File: config.mk
export PLATFORM = sky130hd
export DESIGN_NAME = sdst_core
export DESIGN_NICKNAME = d
export VERILOG_FILES = /design/src/sdst_pkg.sv /design/src/sdst_core.sv /design/src/sdst_filter.sv
export SDC_FILE = /design/constraint.sdc
export NUM_CORES = 1
export LEC_CHECK = 0
export ABC_CLOCK_PERIOD_IN_PS = 4130
export BUFFER_PORTS_ARGS = -buffer_cell sky130_fd_sc_hd__buf_2
export CORE_MARGIN = 4
export CORE_UTILIZATION = 50
export CTS_BUF_LIST = sky130_fd_sc_hd__clkbuf_2 sky130_fd_sc_hd__clkbuf_4 sky130_fd_sc_hd__clkbuf_8
export DETAILED_ROUTE_END_ITERATION = 8
export GPL_TIMING_DRIVEN = 0
export PLACE_DENSITY = 0.72
export SYNTH_ARGS = -nofsm -noshare
export SYNTH_HDL_FRONTEND = slang
export SYNTH_SLANG_ARGS = --single-unit
File: constraint.sdc
create_clock -name clk_sys -period 4.13 [get_ports clk_sys]
set_input_delay 1.239 -clock clk_sys [delete_from_list [all_inputs] [get_ports clk_sys]]
set_output_delay 1.239 -clock clk_sys [all_outputs]
set_load 0.005 [all_outputs]
File: src/sdst_pkg.sv
// Constants of the stall detection and stop-on-stall block.
// Assumes a 40 MHz system clock and a classic Wishbone register bus.
// What this block does
// - Load reading refreshes exactly once per full step when filtering is off.
// - With filter enabled, reading is average of four consecutive step measurements.
// - Threshold offset is signed; lower is more sensitive, higher needs more torque.
// - Stop-on-stall enabled and zero reading cause a stall event and motor stop.
// - On stall stop the ramp halts at once and actual velocity is forced zero.
// - Driver status word shows the stall indicator while a stall stop is active.
// - Reading ramp status clears the stall event; restart follows after zero wait.
// - Clearing stop-on-stall enable releases the stall stop.
// - Detection is suppressed below the lower or above the upper velocity limit.
// - Load reading is ten bits unsigned, zero meaning highest load.
// - Lower velocity limit is compared against the measured step period.
package sdst_pkg;
   localparam int          ADR_W          = 8;
   localparam logic [7:0]  ADR_SWITCH_MODE_WORD    = 8'h00;
   localparam logic [7:0]  ADR_THRESH     = 8'h04;
   localparam logic [7:0]  ADR_LOW_LIM    = 8'h08;
   localparam logic [7:0]  ADR_UP_LIM     = 8'h0c;
   localparam logic [7:0]  ADR_ZWAIT      = 8'h10;
   localparam logic [7:0]  ADR_DRV_STAT   = 8'h14;
   localparam logic [7:0]  ADR_RAMP_STAT  = 8'h18;
   localparam logic [7:0]  ADR_IRQ_STAT   = 8'h1c;
   localparam logic [7:0]  ADR_IRQ_EN     = 8'h20;
   localparam logic [7:0]  ADR_IRQ_CLR    = 8'h24;
   localparam logic [7:0]  ADR_PERIOD     = 8'h28;
   // Switch mode word fields
   localparam int          SWM_STOP_BIT   = 0;
   localparam int          SWM_FILT_BIT   = 1;
   // Driver status word fields
   localparam int          DRV_LOAD_LSB   = 0;
   localparam int          DRV_STALL_BIT  = 24;
   // Ramp status word fields
   localparam int          RS_EVENT_BIT   = 0;
   localparam int          RS_VZERO_BIT   = 1;
   localparam int          RS_WAIT_BIT    = 2;
   // Interrupt bits
   localparam int          IRQ_STALL_BIT  = 0;
   localparam int          IRQ_STEP_BIT   = 1;
   localparam int          IRQ_W          = 2;
   localparam int          LOAD_W         = 10;
   localparam int          THR_W          = 7;
   localparam int          PER_W          = 20;
   localparam int          ZW_W           = 16;
   localparam logic [PER_W-1:0] RST_UP_LIM  = 20'h00000;
   localparam logic [PER_W-1:0] RST_LOW_LIM = 20'h00000;
   localparam logic [ZW_W-1:0]  RST_ZWAIT   = 16'h0000;
   localparam logic [THR_W-1:0] RST_THRESH  = 7'h00;
   // Zero wait unit: 512 clocks per count
   localparam int          ZW_UNIT_NS     = 12800;
   localparam int          CLK_NS         = 25;
   localparam int          ZW_UNIT_CYC    = ZW_UNIT_NS / CLK_NS;
   localparam int          ZW_PRE_W       = 9;
   localparam int          FILT_N         = 4;
   typedef enum logic [1:0] {
      SDST_RUN  = 2'b00,
      SDST_STOP = 2'b01,
      SDST_WAIT = 2'b11
   } sdst_state_t;
endpackage : sdst_pkg

File: src/sdst_core.sv
// Stall detection and stop-on-stall with Wishbone register access.
// Assumes raw load samples and step toggles from the power stage logic,
// both asynchronous; ramp velocity comes from the same clock domain.
`timescale 1ns/1ps
module sdst_core (
   input  wire logic                           clk_sys,
   input  wire logic                           arst_n,
   input  wire logic [7:0]                     wb_adr_i,
   input  wire logic [31:0]                    wb_dat_i,
   input  wire logic [3:0]                     wb_sel_i,
   input  wire logic                           wb_we_i,
   input  wire logic                           wb_cyc_i,
   input  wire logic                           wb_stb_i,
   output logic      [31:0]                    wb_dat_o,
   output logic                                wb_ack_o,
   input  wire logic                           fullstep_tgl,
   input  wire logic [sdst_pkg::LOAD_W-1:0]    raw_load,
   input  wire logic [31:0]                    ramp_velocity,
   output logic      [31:0]                    actual_velocity,
   output logic                                ramp_halt,
   output logic                                irq
);
   logic                              stp_s1_r, stp_s2_r, stp_s3_r;
   logic [1:0]                        stp_warm_r;
   logic [sdst_pkg::LOAD_W-1:0]       ld_s1_r, ld_s2_r;
   logic                              step_p;
   logic [sdst_pkg::LOAD_W-1:0]       adj_load;
   logic                              flt_vld;
   logic [sdst_pkg::LOAD_W-1:0]       flt_load;
   logic [sdst_pkg::LOAD_W-1:0]       load_reading_r;
   logic                              stop_on_stall_enable_r;
   logic                              filt_en_r;
   logic [sdst_pkg::THR_W-1:0]        stall_threshold_offset_r;
   logic [sdst_pkg::PER_W-1:0]        lower_velocity_limit_r;
   logic [sdst_pkg::PER_W-1:0]        upper_velocity_limit_r;
   logic [sdst_pkg::ZW_W-1:0]         zero_wait_time_r;
   logic [sdst_pkg::PER_W-1:0]        step_period_measure_r;
   logic [sdst_pkg::PER_W-1:0]        per_cnt_r;
   logic                              stall_stop_event_r;
   logic [sdst_pkg::IRQ_W-1:0]        irq_stat_r, irq_en_r;
   logic [sdst_pkg::ZW_W-1:0]         zw_cnt_r;
   logic [sdst_pkg::ZW_PRE_W-1:0]     zw_pre_r;
   sdst_pkg::sdst_state_t             st_r, st_nxt;
   logic                              wr_acc, rd_acc, in_window, stall_det, rd_ramp;
   logic [31:0]                       rd_nxt;

   // Synchronise asynchronous step toggle and load samples
   always_ff @(posedge clk_sys or negedge arst_n) begin
      if (!arst_n) begin
         stp_s1_r <= 1'b0;
         stp_s2_r <= 1'b0;
         stp_s3_r <= 1'b0;
         stp_warm_r <= 2'h0;
         ld_s1_r  <= '0;
         ld_s2_r  <= '0;
      end else begin
         stp_s1_r <= fullstep_tgl;
         stp_s2_r <= stp_s1_r;
         stp_s3_r <= stp_s2_r;
         if (stp_warm_r != 2'h3)
            stp_warm_r <= stp_warm_r + 2'h1;
         ld_s1_r  <= raw_load;
         ld_s2_r  <= ld_s1_r;
      end
   end
   // Mask the false edge while the chain refills after reset
   assign step_p = (stp_s2_r ^ stp_s3_r) && (stp_warm_r == 2'h3);

   function automatic logic [sdst_pkg::LOAD_W-1:0] apply_offset(
      input logic [sdst_pkg::LOAD_W-1:0] ld,
      input logic [sdst_pkg::THR_W-1:0]  off);
      logic signed [sdst_pkg::LOAD_W+1:0] s;
      s = $signed({2'b00, ld}) + {{(sdst_pkg::LOAD_W+2-sdst_pkg::THR_W){off[6]}}, off};
      if (s < 0)
         apply_offset = '0;
      else if (s > $signed(12'h3ff))
         apply_offset = 10'h3ff;
      else
         apply_offset = s[sdst_pkg::LOAD_W-1:0];
   endfunction : apply_offset

   assign adj_load = apply_offset(ld_s2_r, stall_threshold_offset_r);

   sdst_filter u_filter (
      .clk_sys  (clk_sys),
      .arst_n   (arst_n),
      .smp_vld  (step_p),
      .smp      (adj_load),
      .filt_en  (filt_en_r),
      .out_vld  (flt_vld),
      .out_load (flt_load)
   );

   always_ff @(posedge clk_sys or negedge arst_n) begin
      if (!arst_n)
         load_reading_r <= 10'h3ff;
      else if (flt_vld)
         load_reading_r <= flt_load;
   end

   always_ff @(posedge clk_sys or negedge arst_n) begin
      if (!arst_n) begin
         per_cnt_r             <= '0;
         step_period_measure_r <= '1;
      end else if (step_p) begin
         step_period_measure_r <= per_cnt_r;
         per_cnt_r             <= '0;
      end else if (per_cnt_r != '1) begin
         per_cnt_r <= per_cnt_r + 20'h00001;
      end else begin
         step_period_measure_r <= '1;
      end
   end

   assign in_window = (step_period_measure_r <= lower_velocity_limit_r)
                    && (step_period_measure_r >= upper_velocity_limit_r);
   assign stall_det = stop_on_stall_enable_r && in_window && flt_vld
                    && (flt_load == '0) && (st_r == sdst_pkg::SDST_RUN);

   // Writes and read side effects land on the edge that sees ack
   assign wr_acc  = wb_cyc_i && wb_stb_i && wb_we_i && wb_ack_o;
   assign rd_acc  = wb_cyc_i && wb_stb_i && !wb_we_i && wb_ack_o;
   assign rd_ramp = rd_acc && (wb_adr_i == sdst_pkg::ADR_RAMP_STAT);

   // Configuration writes
   always_ff @(posedge clk_sys or negedge arst_n) begin
      if (!arst_n) begin
         stop_on_stall_enable_r   <= 1'b0;
         filt_en_r                <= 1'b0;
         stall_threshold_offset_r <= sdst_pkg::RST_THRESH;
         lower_velocity_limit_r   <= sdst_pkg::RST_LOW_LIM;
         upper_velocity_limit_r   <= sdst_pkg::RST_UP_LIM;
         zero_wait_time_r         <= sdst_pkg::RST_ZWAIT;
         irq_en_r                 <= '0;
      end else if (wr_acc && wb_sel_i == 4'hf) begin
         unique case (wb_adr_i)
            sdst_pkg::ADR_SWITCH_MODE_WORD: begin
               stop_on_stall_enable_r <= wb_dat_i[sdst_pkg::SWM_STOP_BIT];
               filt_en_r              <= wb_dat_i[sdst_pkg::SWM_FILT_BIT];
            end
            sdst_pkg::ADR_THRESH:  stall_threshold_offset_r <= wb_dat_i[6:0];
            sdst_pkg::ADR_LOW_LIM: lower_velocity_limit_r   <= wb_dat_i[19:0];
            sdst_pkg::ADR_UP_LIM:  upper_velocity_limit_r   <= wb_dat_i[19:0];
            sdst_pkg::ADR_ZWAIT:   zero_wait_time_r         <= wb_dat_i[15:0];
            sdst_pkg::ADR_IRQ_EN:  irq_en_r                 <= wb_dat_i[1:0];
            default: ;
         endcase
      end
   end

   always_ff @(posedge clk_sys or negedge arst_n) begin
      if (!arst_n)
         stall_stop_event_r <= 1'b0;
      else if (stall_det)
         stall_stop_event_r <= 1'b1;
      else if (rd_ramp || !stop_on_stall_enable_r)
         stall_stop_event_r <= 1'b0;
   end

   always_comb begin
      st_nxt = st_r;
      unique case (st_r)
         sdst_pkg::SDST_RUN:  if (stall_det) st_nxt = sdst_pkg::SDST_STOP;
         sdst_pkg::SDST_STOP: begin
            if (!stop_on_stall_enable_r)
               st_nxt = sdst_pkg::SDST_RUN;
            else if (rd_ramp)
               st_nxt = sdst_pkg::SDST_WAIT;
         end
         sdst_pkg::SDST_WAIT: begin
            if (zw_cnt_r == '0 && zw_pre_r == '0)
               st_nxt = sdst_pkg::SDST_RUN;
         end
         default: st_nxt = sdst_pkg::SDST_RUN;
      endcase
   end

   always_ff @(posedge clk_sys or negedge arst_n) begin
      if (!arst_n)
         st_r <= sdst_pkg::SDST_RUN;
      else
         st_r <= st_nxt;
   end

   always_ff @(posedge clk_sys or negedge arst_n) begin
      if (!arst_n) begin
         zw_cnt_r <= '0;
         zw_pre_r <= '0;
      end else if (st_r != sdst_pkg::SDST_WAIT) begin
         zw_cnt_r <= zero_wait_time_r;
         zw_pre_r <= sdst_pkg::ZW_PRE_W'(sdst_pkg::ZW_UNIT_CYC - 1);
      end else if (zw_pre_r != '0) begin
         zw_pre_r <= zw_pre_r - 9'h001;
      end else if (zw_cnt_r != '0) begin
         zw_cnt_r <= zw_cnt_r - 16'h0001;
         zw_pre_r <= sdst_pkg::ZW_PRE_W'(sdst_pkg::ZW_UNIT_CYC - 1);
      end
   end

   always_ff @(posedge clk_sys or negedge arst_n) begin
      if (!arst_n) begin
         ramp_halt       <= 1'b0;
         actual_velocity <= '0;
      end else begin
         ramp_halt       <= (st_nxt != sdst_pkg::SDST_RUN);
         actual_velocity <= (st_nxt != sdst_pkg::SDST_RUN) ? 32'h00000000 : ramp_velocity;
      end
   end

   // Sticky interrupt status, set wins over clear
   always_ff @(posedge clk_sys or negedge arst_n) begin
      if (!arst_n)
         irq_stat_r <= '0;
      else begin
         for (int i = 0; i < sdst_pkg::IRQ_W; i++) begin
            if ((i == sdst_pkg::IRQ_STALL_BIT && stall_det)
               || (i == sdst_pkg::IRQ_STEP_BIT && flt_vld))
               irq_stat_r[i] <= 1'b1;
            else if (wr_acc && wb_adr_i == sdst_pkg::ADR_IRQ_CLR && wb_dat_i[i])
               irq_stat_r[i] <= 1'b0;
         end
      end
   end

   always_ff @(posedge clk_sys or negedge arst_n) begin
      if (!arst_n)
         irq <= 1'b0;
      else
         irq <= |(irq_stat_r & irq_en_r);
   end

   always_comb begin
      rd_nxt = 32'h00000000;
      unique case (wb_adr_i)
         sdst_pkg::ADR_SWITCH_MODE_WORD: begin
            rd_nxt[sdst_pkg::SWM_STOP_BIT] = stop_on_stall_enable_r;
            rd_nxt[sdst_pkg::SWM_FILT_BIT] = filt_en_r;
         end
         sdst_pkg::ADR_THRESH:  rd_nxt[6:0]  = stall_threshold_offset_r;
         sdst_pkg::ADR_LOW_LIM: rd_nxt[19:0] = lower_velocity_limit_r;
         sdst_pkg::ADR_UP_LIM:  rd_nxt[19:0] = upper_velocity_limit_r;
         sdst_pkg::ADR_ZWAIT:   rd_nxt[15:0] = zero_wait_time_r;
         sdst_pkg::ADR_DRV_STAT: begin
            rd_nxt[9:0]                     = load_reading_r;
            rd_nxt[sdst_pkg::DRV_STALL_BIT] = (st_r != sdst_pkg::SDST_RUN);
         end
         sdst_pkg::ADR_RAMP_STAT: begin
            rd_nxt[sdst_pkg::RS_EVENT_BIT] = stall_stop_event_r;
            rd_nxt[sdst_pkg::RS_VZERO_BIT] = ramp_halt;
            rd_nxt[sdst_pkg::RS_WAIT_BIT]  = (st_r == sdst_pkg::SDST_WAIT);
         end
         sdst_pkg::ADR_IRQ_STAT: rd_nxt[1:0]  = irq_stat_r;
         sdst_pkg::ADR_IRQ_EN:   rd_nxt[1:0]  = irq_en_r;
         sdst_pkg::ADR_PERIOD:   rd_nxt[19:0] = step_period_measure_r;
         default: rd_nxt = 32'h00000000;
      endcase
   end

   // Single-wait ack, read data registered
   always_ff @(posedge clk_sys or negedge arst_n) begin
      if (!arst_n) begin
         wb_ack_o <= 1'b0;
         wb_dat_o <= '0;
      end else begin
         wb_ack_o <= wb_cyc_i && wb_stb_i && !wb_ack_o;
         wb_dat_o <= rd_nxt;
      end
   end
endmodule : sdst_core

File: src/sdst_filter.sv
// Averaging filter over four per-step load measurements.
// Assumes one-cycle sample strobes from the same clock domain.
`timescale 1ns/1ps
module sdst_filter (
   input  wire logic                             clk_sys,
   input  wire logic                             arst_n,
   input  wire logic                             smp_vld,
   input  wire logic [sdst_pkg::LOAD_W-1:0]      smp,
   input  wire logic                             filt_en,
   output logic                                  out_vld,
   output logic      [sdst_pkg::LOAD_W-1:0]      out_load
);
   logic [sdst_pkg::LOAD_W+1:0] acc_r;
   logic [1:0]                  cnt_r;
   logic [sdst_pkg::LOAD_W+1:0] sum_nxt;

   assign sum_nxt = acc_r + {2'b00, smp};

   always_ff @(posedge clk_sys or negedge arst_n) begin
      if (!arst_n) begin
         acc_r    <= '0;
         cnt_r    <= 2'h0;
         out_vld  <= 1'b0;
         out_load <= '0;
      end else begin
         out_vld <= 1'b0;
         if (!filt_en) begin
            acc_r <= '0;
            cnt_r <= 2'h0;
            if (smp_vld) begin
               out_vld  <= 1'b1;
               out_load <= smp;
            end
         end else if (smp_vld) begin
            cnt_r <= cnt_r + 2'h1;
            if (cnt_r == 2'(sdst_pkg::FILT_N - 1)) begin
               acc_r    <= '0;
               out_vld  <= 1'b1;
               out_load <= sum_nxt[sdst_pkg::LOAD_W+1:2];
            end else begin
               acc_r <= sum_nxt;
            end
         end
      end
   end
endmodule : sdst_filter

==> results of run 1 <==
-- what timing repair did --
action                                  4_1_cts  5_1_grt
buffers inserted                              2       14
pin swaps                                     4       36
gates resized for setup                      27       49
endpoints found under the setup margin       14       16
-- how the worst max path moves through the flow --
stage	startpoint	to	slack [ns]
floorplan	stall_threshold_offset_r[6]$_DFFE_PN0P_	u_filter.out_load[8]$_DFFE_PN0P_	0.31
global placement	arst_n	per_cnt_r[13]$_DFFE_PN0P_	-2.62
CTS	stall_threshold_offset_r[0]$_DFFE_PN0P_	u_filter.out_load[7]$_DFFE_PN0P_	0.0002
detailed placement	stall_threshold_offset_r[6]$_DFFE_PN0P_	u_filter.out_load[8]$_DFFE_PN0P_	-0.26
global route	stall_threshold_offset_r[6]$_DFFE_PN0P_	u_filter.out_load[4]$_DFFE_PN0P_	-0.16
finish	stall_threshold_offset_r[0]$_DFFE_PN0P_	u_filter.acc_r[9]$_DFFE_PN0P_	0.008
-- through the flow --
step                setup TNS (ns)  util, %  setup WS, ns  total power [uW]  instance area, sq um
global route                -0.951     61.8        -0.158              7100                 15200
CTS                              0     60.5      0.000246              6570                 14800
finish                           0     61.8       0.00827              6760                 15200
floorplan                        0        -         0.314              3650                 12600
global placement           -612.05     55.8         -2.62              4000                 13700
detailed placement           -2.10     56.1        -0.259              4040                 13800
-- kinds of logic after synthesis --
| family | Yosys count | synth area share [%] |
|---|---|---|
| DFF | 253 | 50.6 |
| muxes | 43 | 3.82 |
| adders and majority gates | 68 | 6.88 |
| AOI/OAI and AO/OA | 305 | 15.6 |
| other | 1 | 0.0298 |
| buffers and inverters | 125 | 4.24 |
| xor gates and xnor gates | 52 | 3.62 |
| and+or+nand+nor | 395 | 15.2 |
-- critical path: cells and delay by family, from the launching register on --
family / cells / cell delay (ns)
flip-flops: 1 / 0.38
AND/OR/NAND/NOR: 5 / 1.01
adder cells (fa/ha/maj): 3 / 0.62
buffers and inverters: 3 / 0.36
XOR/XNOR: 1 / 0.09
AO/OA/AOI/OAI: 8 / 1.51
-- flip-flops by register name, indices dropped and copies added (netlist names), 12 cells and up --
| name | flops |
|---|---|
| zw_cnt_r | 16 |
| step_period_measure_r | 20 |
| upper_velocity_limit_r | 20 |
| wb_dat_o | 21 |
| zero_wait_time_r | 16 |
| u_filter.acc_r | 12 |
| actual_velocity | 32 |
| per_cnt_r | 20 |
| lower_velocity_limit_r | 20 |
-- layout by cell type, fill, tap and decap left out, types with 11 or more instances in the layout --
master / count
dfrtp_1: 222
buf_2: 133
nand2_1: 112
nand3_1: 85
nor2_1: 76
o21ai_0: 72
inv_1: 61
clkbuf_8: 57
ha_1: 55
o21ai_1: 48
clkbuf_1: 44
a22oi_1: 43
mux2_2: 40
a21oi_1: 34
dfstp_2: 30
xnor2_1: 26
buf_4: 26
nand4_1: 22
nor3_1: 21
xor2_1: 21
a21o_1: 20
o22a_1: 18
clkbuf_4: 15
conb_1: 11
-- layout make-up --
cell class | instances | area (sq um) | share of cell area (%)
Tap cell | 324 | 405 | 2.67
Clock buffer | 71 | 883 | 5.82
Multi-Input combinational cell | 874 | 6020 | 39.7
Sequential cell | 253 | 6370 | 42.0
Clock inverter | 6 | 82.6 | 0.544
Buffer | 63 | 319 | 2.10
Timing Repair Buffer | 151 | 855 | 5.63
Inverter | 62 | 233 | 1.53
-- metal layers --
metal | track usage (%) | up-vias | wire length (um)
met5 | 0 | - | 27
li1 | - | 4857 | -
met3 | 4.65 | 81 | 2400
met4 | 6.83 | 4 | 934
met1 | 31.2 | 5000 | 13900
met2 | 36.9 | 381 | 15400
-- report_power, final --
part | switching, uW | leakage [uW] | internal [uW]
Combinational | 689 | 0.00377 | 634
Clock | 1000 | 0.000512 | 1470
Sequential | 213 | 0.00299 | 2760
==> results.md, run 1 <==
- Prevailing post-synth register cell: dfrtp_1
- FF+latch count, synth: 253
- Num rows: 57
- Hold Buf Count CTS: 0
- Top cells by count, synth: dfrtp_1, nand2_1, nand3_1
- Clock slew seen by the registers of the worst setup and hold paths: 0.06 ns
- Leading post-synthesis cells by cell area: dfrtp_1, ha_1, dfstp_2
- Async SR Flop Fraction: 100%
- GRT Total Usage: 22.8%
- Placed insts: around 1700
- Detailed Place HPWL: 23600 um
- Final GP Congestion: about 0.91
- Nets: between 1500 and 2000
- Hold path start: ld_s1_r[9]$_DFF_PN0_
- Syn avg cell area: roughly 10 sq um
- Crit path DAT: 4.53 ns
- WHS Path Cells: 0
- Critical Path Start Type: flip-flop
- Slowest stage cell, crit path: or4b_4
- Peak supply drop: 0.244 mV
- Number of max-cap violations: 0
- Most frequent cell after synthesis: dfrtp_1
- Crit-path cells: ha_2 > inv_2 > fa_2 > nor2b_2 > o31a_1 > o21ai_2 > a31oi_4 > or4b_4 > buf_6 > and3_4 > nor2_4 > ha_4 > a211oi_2 > o21bai_2 > o21a_1 > a21oi_2 > xnor2_2 > buf_4 > a22oi_2 > nor2_1
- Pin count of the biggest net entering global routing: 110
- Clk Tree Root Cell: clkbuf_8
- Final period util: 99.8%
- Die Ht: 167 um
- CTS tree: built
- Final WL: 32600 um
- Wirelength per Cell: 18.1 um
- Layout cell share with drive strength beyond 1: 25.9%
- Total CTS buffers: 42
- H-tree Lvls: 2
- FF-to-FF Start: stall_threshold_offset_r[0]$_DFFE_PN0P_
- Final Hold Viols: 0
- Via/cell ratio: 5.72
- Detailed Routing Iterations Pass 1: 7
- Worst-Margin Slew: ~1.3 ns
- Grt ovf: 0
- Hold EP: ld_s2_r[9]$_DFF_PN0_
- Setup Crit Path Kind: flip-flop to flip-flop
- Non-Filler Instances: ~1800
- Area growth, synth to finish: 20.4%
- Die ar.: approximately 0.028 sq mm
- R2R setup slack: 0.008 ns
- Hold WS: 0.347 ns
- Clock insertion delay at the later pin of the skew report: 0.56 ns
- Deepest clock path buffer count: 3
- Final Max Slew Viols: 0
- Yosys Warn Count: 0
- Post-synth top area cell: dfrtp_1
- Port Buf Inserts: 133
- Fillers: 2000
- Inserted Diodes: 0
- Post-Syn Instances: approximately 1200
- DRC violations left: 0
- Vias in the first global route: 10012
- Post-route minimum period: 4.12 ns
- Top-area cell type share of the netlist area: 44.3%
- Status: finished clean
- Cell area after synthesis: 0.0126 sq mm
- Clock skew: 0.0341 ns
- Critical Path End Type: flip-flop
- Initial Utilization: 51.3%
- Final number of setup-violating endpoints: 0
- Max incr delay on CP: 0.57 ns
- Reg2Reg Depth: 20
- Yosys cell types: 70
- Crit path required time: 4.54 ns
- Crit-path max FO: 7
- Pleak: between 0.007 and 0.008 uW
- RSZ-0062 raised after global routing: yes
- Initial antenna violation count: 2
- FMAX: approximately 240 MHz
- Final ANT Viol Nets: 0
- Initial DRC count: 927
- Sequential share of the synthesized area: 50.6%
- First-pass GRT wire length: 52100 um
- I/O pin cnt: 159
- Cell Pwr Density: 446 mW/mm^2
- EDFF count, synth: 0
- FF-to-FF End: u_filter.acc_r[9]$_DFFE_PN0P_
- Worst slew margin: 10.1%
- CTS Sinks: 253
- Die Wd: 167 um
- Vias after detailed routing: a little over 10000
- Hold Crit Class: flip-flop to flip-flop
- Core box area: 0.0245 sq mm
Note: power is estimated with default switching activity, not from simulation.
==> inputs of run 2 (changes only) <==
- ABC_CLOCK_PERIOD_IN_PS: 4130 -> 4059
- GPL_TIMING_DRIVEN: 0 -> unset
- clock period: 4.13 -> 4.06 ns (I/O delays scaled with it)
==> run 2 against run 1 <==
Cell area is 1.5% lower. Worst setup slack better by 0.090 ns. Utilization shrank 0.90 points. Global-route usage shrank 0.51 points. Non-clock buffer count shrank 37. Combinational power down 11%. Critical path depth decreased by 2. Flip-flop and latch count unchanged. First-iteration DRC count increased by 1.3%. Clock power is 6% higher. Sequential share of layout area grew 0.61 points.
==> results.md, run 2 (same netlist as run 1, synthesis figures left out) <==
- WHS Path Cells: 0
- Final Max Slew Viols: 0
- Cell Pwr Density: ~450 mW/mm^2
- Non-Filler Instances: between 1500 and 2000
- Final WL: 31300 um
- Total chip power: 6800 uW
- Post-route minimum period: 3.96 ns
- Top reg by flops: actual_velocity
- H-tree Lvls: 2
- Grt ovf: 0
- Setup Crit Path Kind: flip-flop to flip-flop
- R2R setup slack: 0.1 ns
- Number of max-cap violations: 0
- Via/cell ratio: 5.73
- Initial Utilization: 51.3%
- Critical Path End Type: flip-flop
- Crit path capture: u_filter.out_load[5]$_DFFE_PN0P_
- Vias in the first global route: 10065
- Regs by FF count: actual_velocity (32), wb_dat_o (21)
- FF-to-FF End: u_filter.out_load[5]$_DFFE_PN0P_
- Vias after detailed routing: 10140
- Hold Crit Class: flip-flop to flip-flop
- Pin count of the biggest net entering global routing: between 90 and 100
- Crit path required time: 4.49 ns
- Die Wd: 167 um
- Final GP Congestion: around 0.88
- Hold WS: 0.342 ns
- Detailed Routing Iterations Pass 1: 5
- Clk Tree Root Cell: clkbuf_8
- RSZ-0062 raised after global routing: yes
- Num rows: 57
- Worst-Margin Slew: 1.09 ns
- DRC violations left: 0
- Crit-path max FO: 10
- Status: finished clean
- Core box area: ~0.025 sq mm
- Clock skew: approximately 0.018 ns
- Most frequent cells in the layout: dfrtp_1, buf_2, nand2_1
- I/O pin cnt: 159
- Placed insts: between 1500 and 2000
- Peak supply drop: ~0.32 mV
- CTS tree: built
- First-pass GRT wire length: 51400 um
- Most common cell after layout, fill and taps aside: dfrtp_1
- Wirelength per Cell: around 18 um
- GRT Total Usage: about 22%
- CTS Sinks: 253
- Final number of setup-violating endpoints: 0
- Max reg flops: 32
- FMAX: 252 MHz
- Area growth, synth to finish: 18.7%
- Final ANT Viol Nets: 0
- Deepest clock path buffer count: 3
- Final period util: just under 100%
- Detailed Place HPWL: 22300 um
- Final Hold Viols: 0
- Die ar.: about 0.028 sq mm
- Crit path DAT: 4.39 ns
- Clock slew seen by the registers of the worst setup and hold paths: 0.06 ns
- Worst slew margin: 27.3%
- Hold Buf Count CTS: 0
- Fillers: 2047
- Reg2Reg Depth: 18
- Inserted Diodes: 0
- Total CTS buffers: 43
- FF-to-FF Start: stall_threshold_offset_r[6]$_DFFE_PN0P_
- Critical Path Start Type: flip-flop
- Pleak: 0.00725 uW
- Nets: ~1600
- Initial DRC count: 939
- Final total negative setup slack: 0 ns
- Die Ht: 167 um
- Layout cell share with drive strength beyond 1: 26.2%
- Port Buf Inserts: 135
- Utilization after layout: 60.9%
- Critical Path Start: stall_threshold_offset_r[6]$_DFFE_PN0P_
- Clock insertion delay at the later pin of the skew report: between 0.5 and 0.6 ns
- Initial antenna violation count: 4
==> run 2: cell types whose count changed in the layout (fill, tap and decap cells not counted), sizes merged <==
cell / delta
clkbuf: -48
inv: +1
clkinv: +2
bufinv: +2
clkinvlp: +1
buf: +8
==> run 2: cell type report <==
cell class                      count  area, sq um  area share, %
Clock buffer                       68          842           5.63
Clock inverter                     12          169           1.13
Inverter                           62          233           1.56
Multi-Input combinational cell    874         5900           39.5
Sequential cell                   253         6370           42.6
Tap cell                          324          405           2.71
Timing Repair Buffer              177         1030           6.89
==> run 2: stage by stage <==
stage	worst slack, ns	instance area (sq um)
2_1_floorplan	0.244	12600
3_5_place_dp	0.0145	13800
3_3_place_gp	0.0519	13800
5_1_grt	-0.0912	14900
4_1_cts	0.0170	14800
6_report	0.0986	14900
==> run 2: worst min path at each step <==
stage	from	end	slack, ns
after floorplan	ld_s1_r[0]$_DFF_PN0_	ld_s2_r[0]$_DFF_PN0_	0.33
after global placement	ld_s1_r[6]$_DFF_PN0_	ld_s2_r[6]$_DFF_PN0_	0.33
after detailed placement	ld_s1_r[9]$_DFF_PN0_	ld_s2_r[9]$_DFF_PN0_	0.33
after CTS	ld_s1_r[9]$_DFF_PN0_	ld_s2_r[9]$_DFF_PN0_	0.34
after global routing	ld_s1_r[5]$_DFF_PN0_	ld_s2_r[5]$_DFF_PN0_	0.35
final	ld_s1_r[9]$_DFF_PN0_	ld_s2_r[9]$_DFF_PN0_	0.34
==> run 2: worst max-delay path, cell delays in order (launching register included) <==
cell and delay [ns]:
dfrtp_1 0.46, ha_1 0.40, nand2_1 0.11, nor2_2 0.26, o21ai_1 0.13, a31oi_1 0.22, buf_4 0.16, buf_4 0.11
nand3_2 0.15, and3_1 0.27, nor2_2 0.14, ha_1 0.28, a211oi_2 0.22, o21bai_2 0.10, a21oi_1 0.24, a21oi_1 0.12
xor2_1 0.17, a22oi_1 0.17, o21ai_1 0.09
==> run 2: timing repair <==
| item | 4_1_cts | 5_1_grt |
|---|---|---|
| setup endpoints to repair | 3 | 15 |
| gates resized for setup | 2 | 42 |
| pin swaps | 1 | 21 |
| setup buffers | 0 | 2 |
==> run 2: power by group <==
group	switching (uW)	internal (uW)	total, uW
Combinational	621	551	1170
Clock	1030	1580	2610
Sequential	212	2800	3020
Total	1870	4930	6800
==> run 2: layer usage <==
metal	vias up	global-route usage, %	part of all wire (%)
met5	-	0	0.15
met4	8	7.33	2.8
met3	70	5.12	7.2
met2	341	35.8	47
met1	4955	30.1	43
li1	4766	-	-
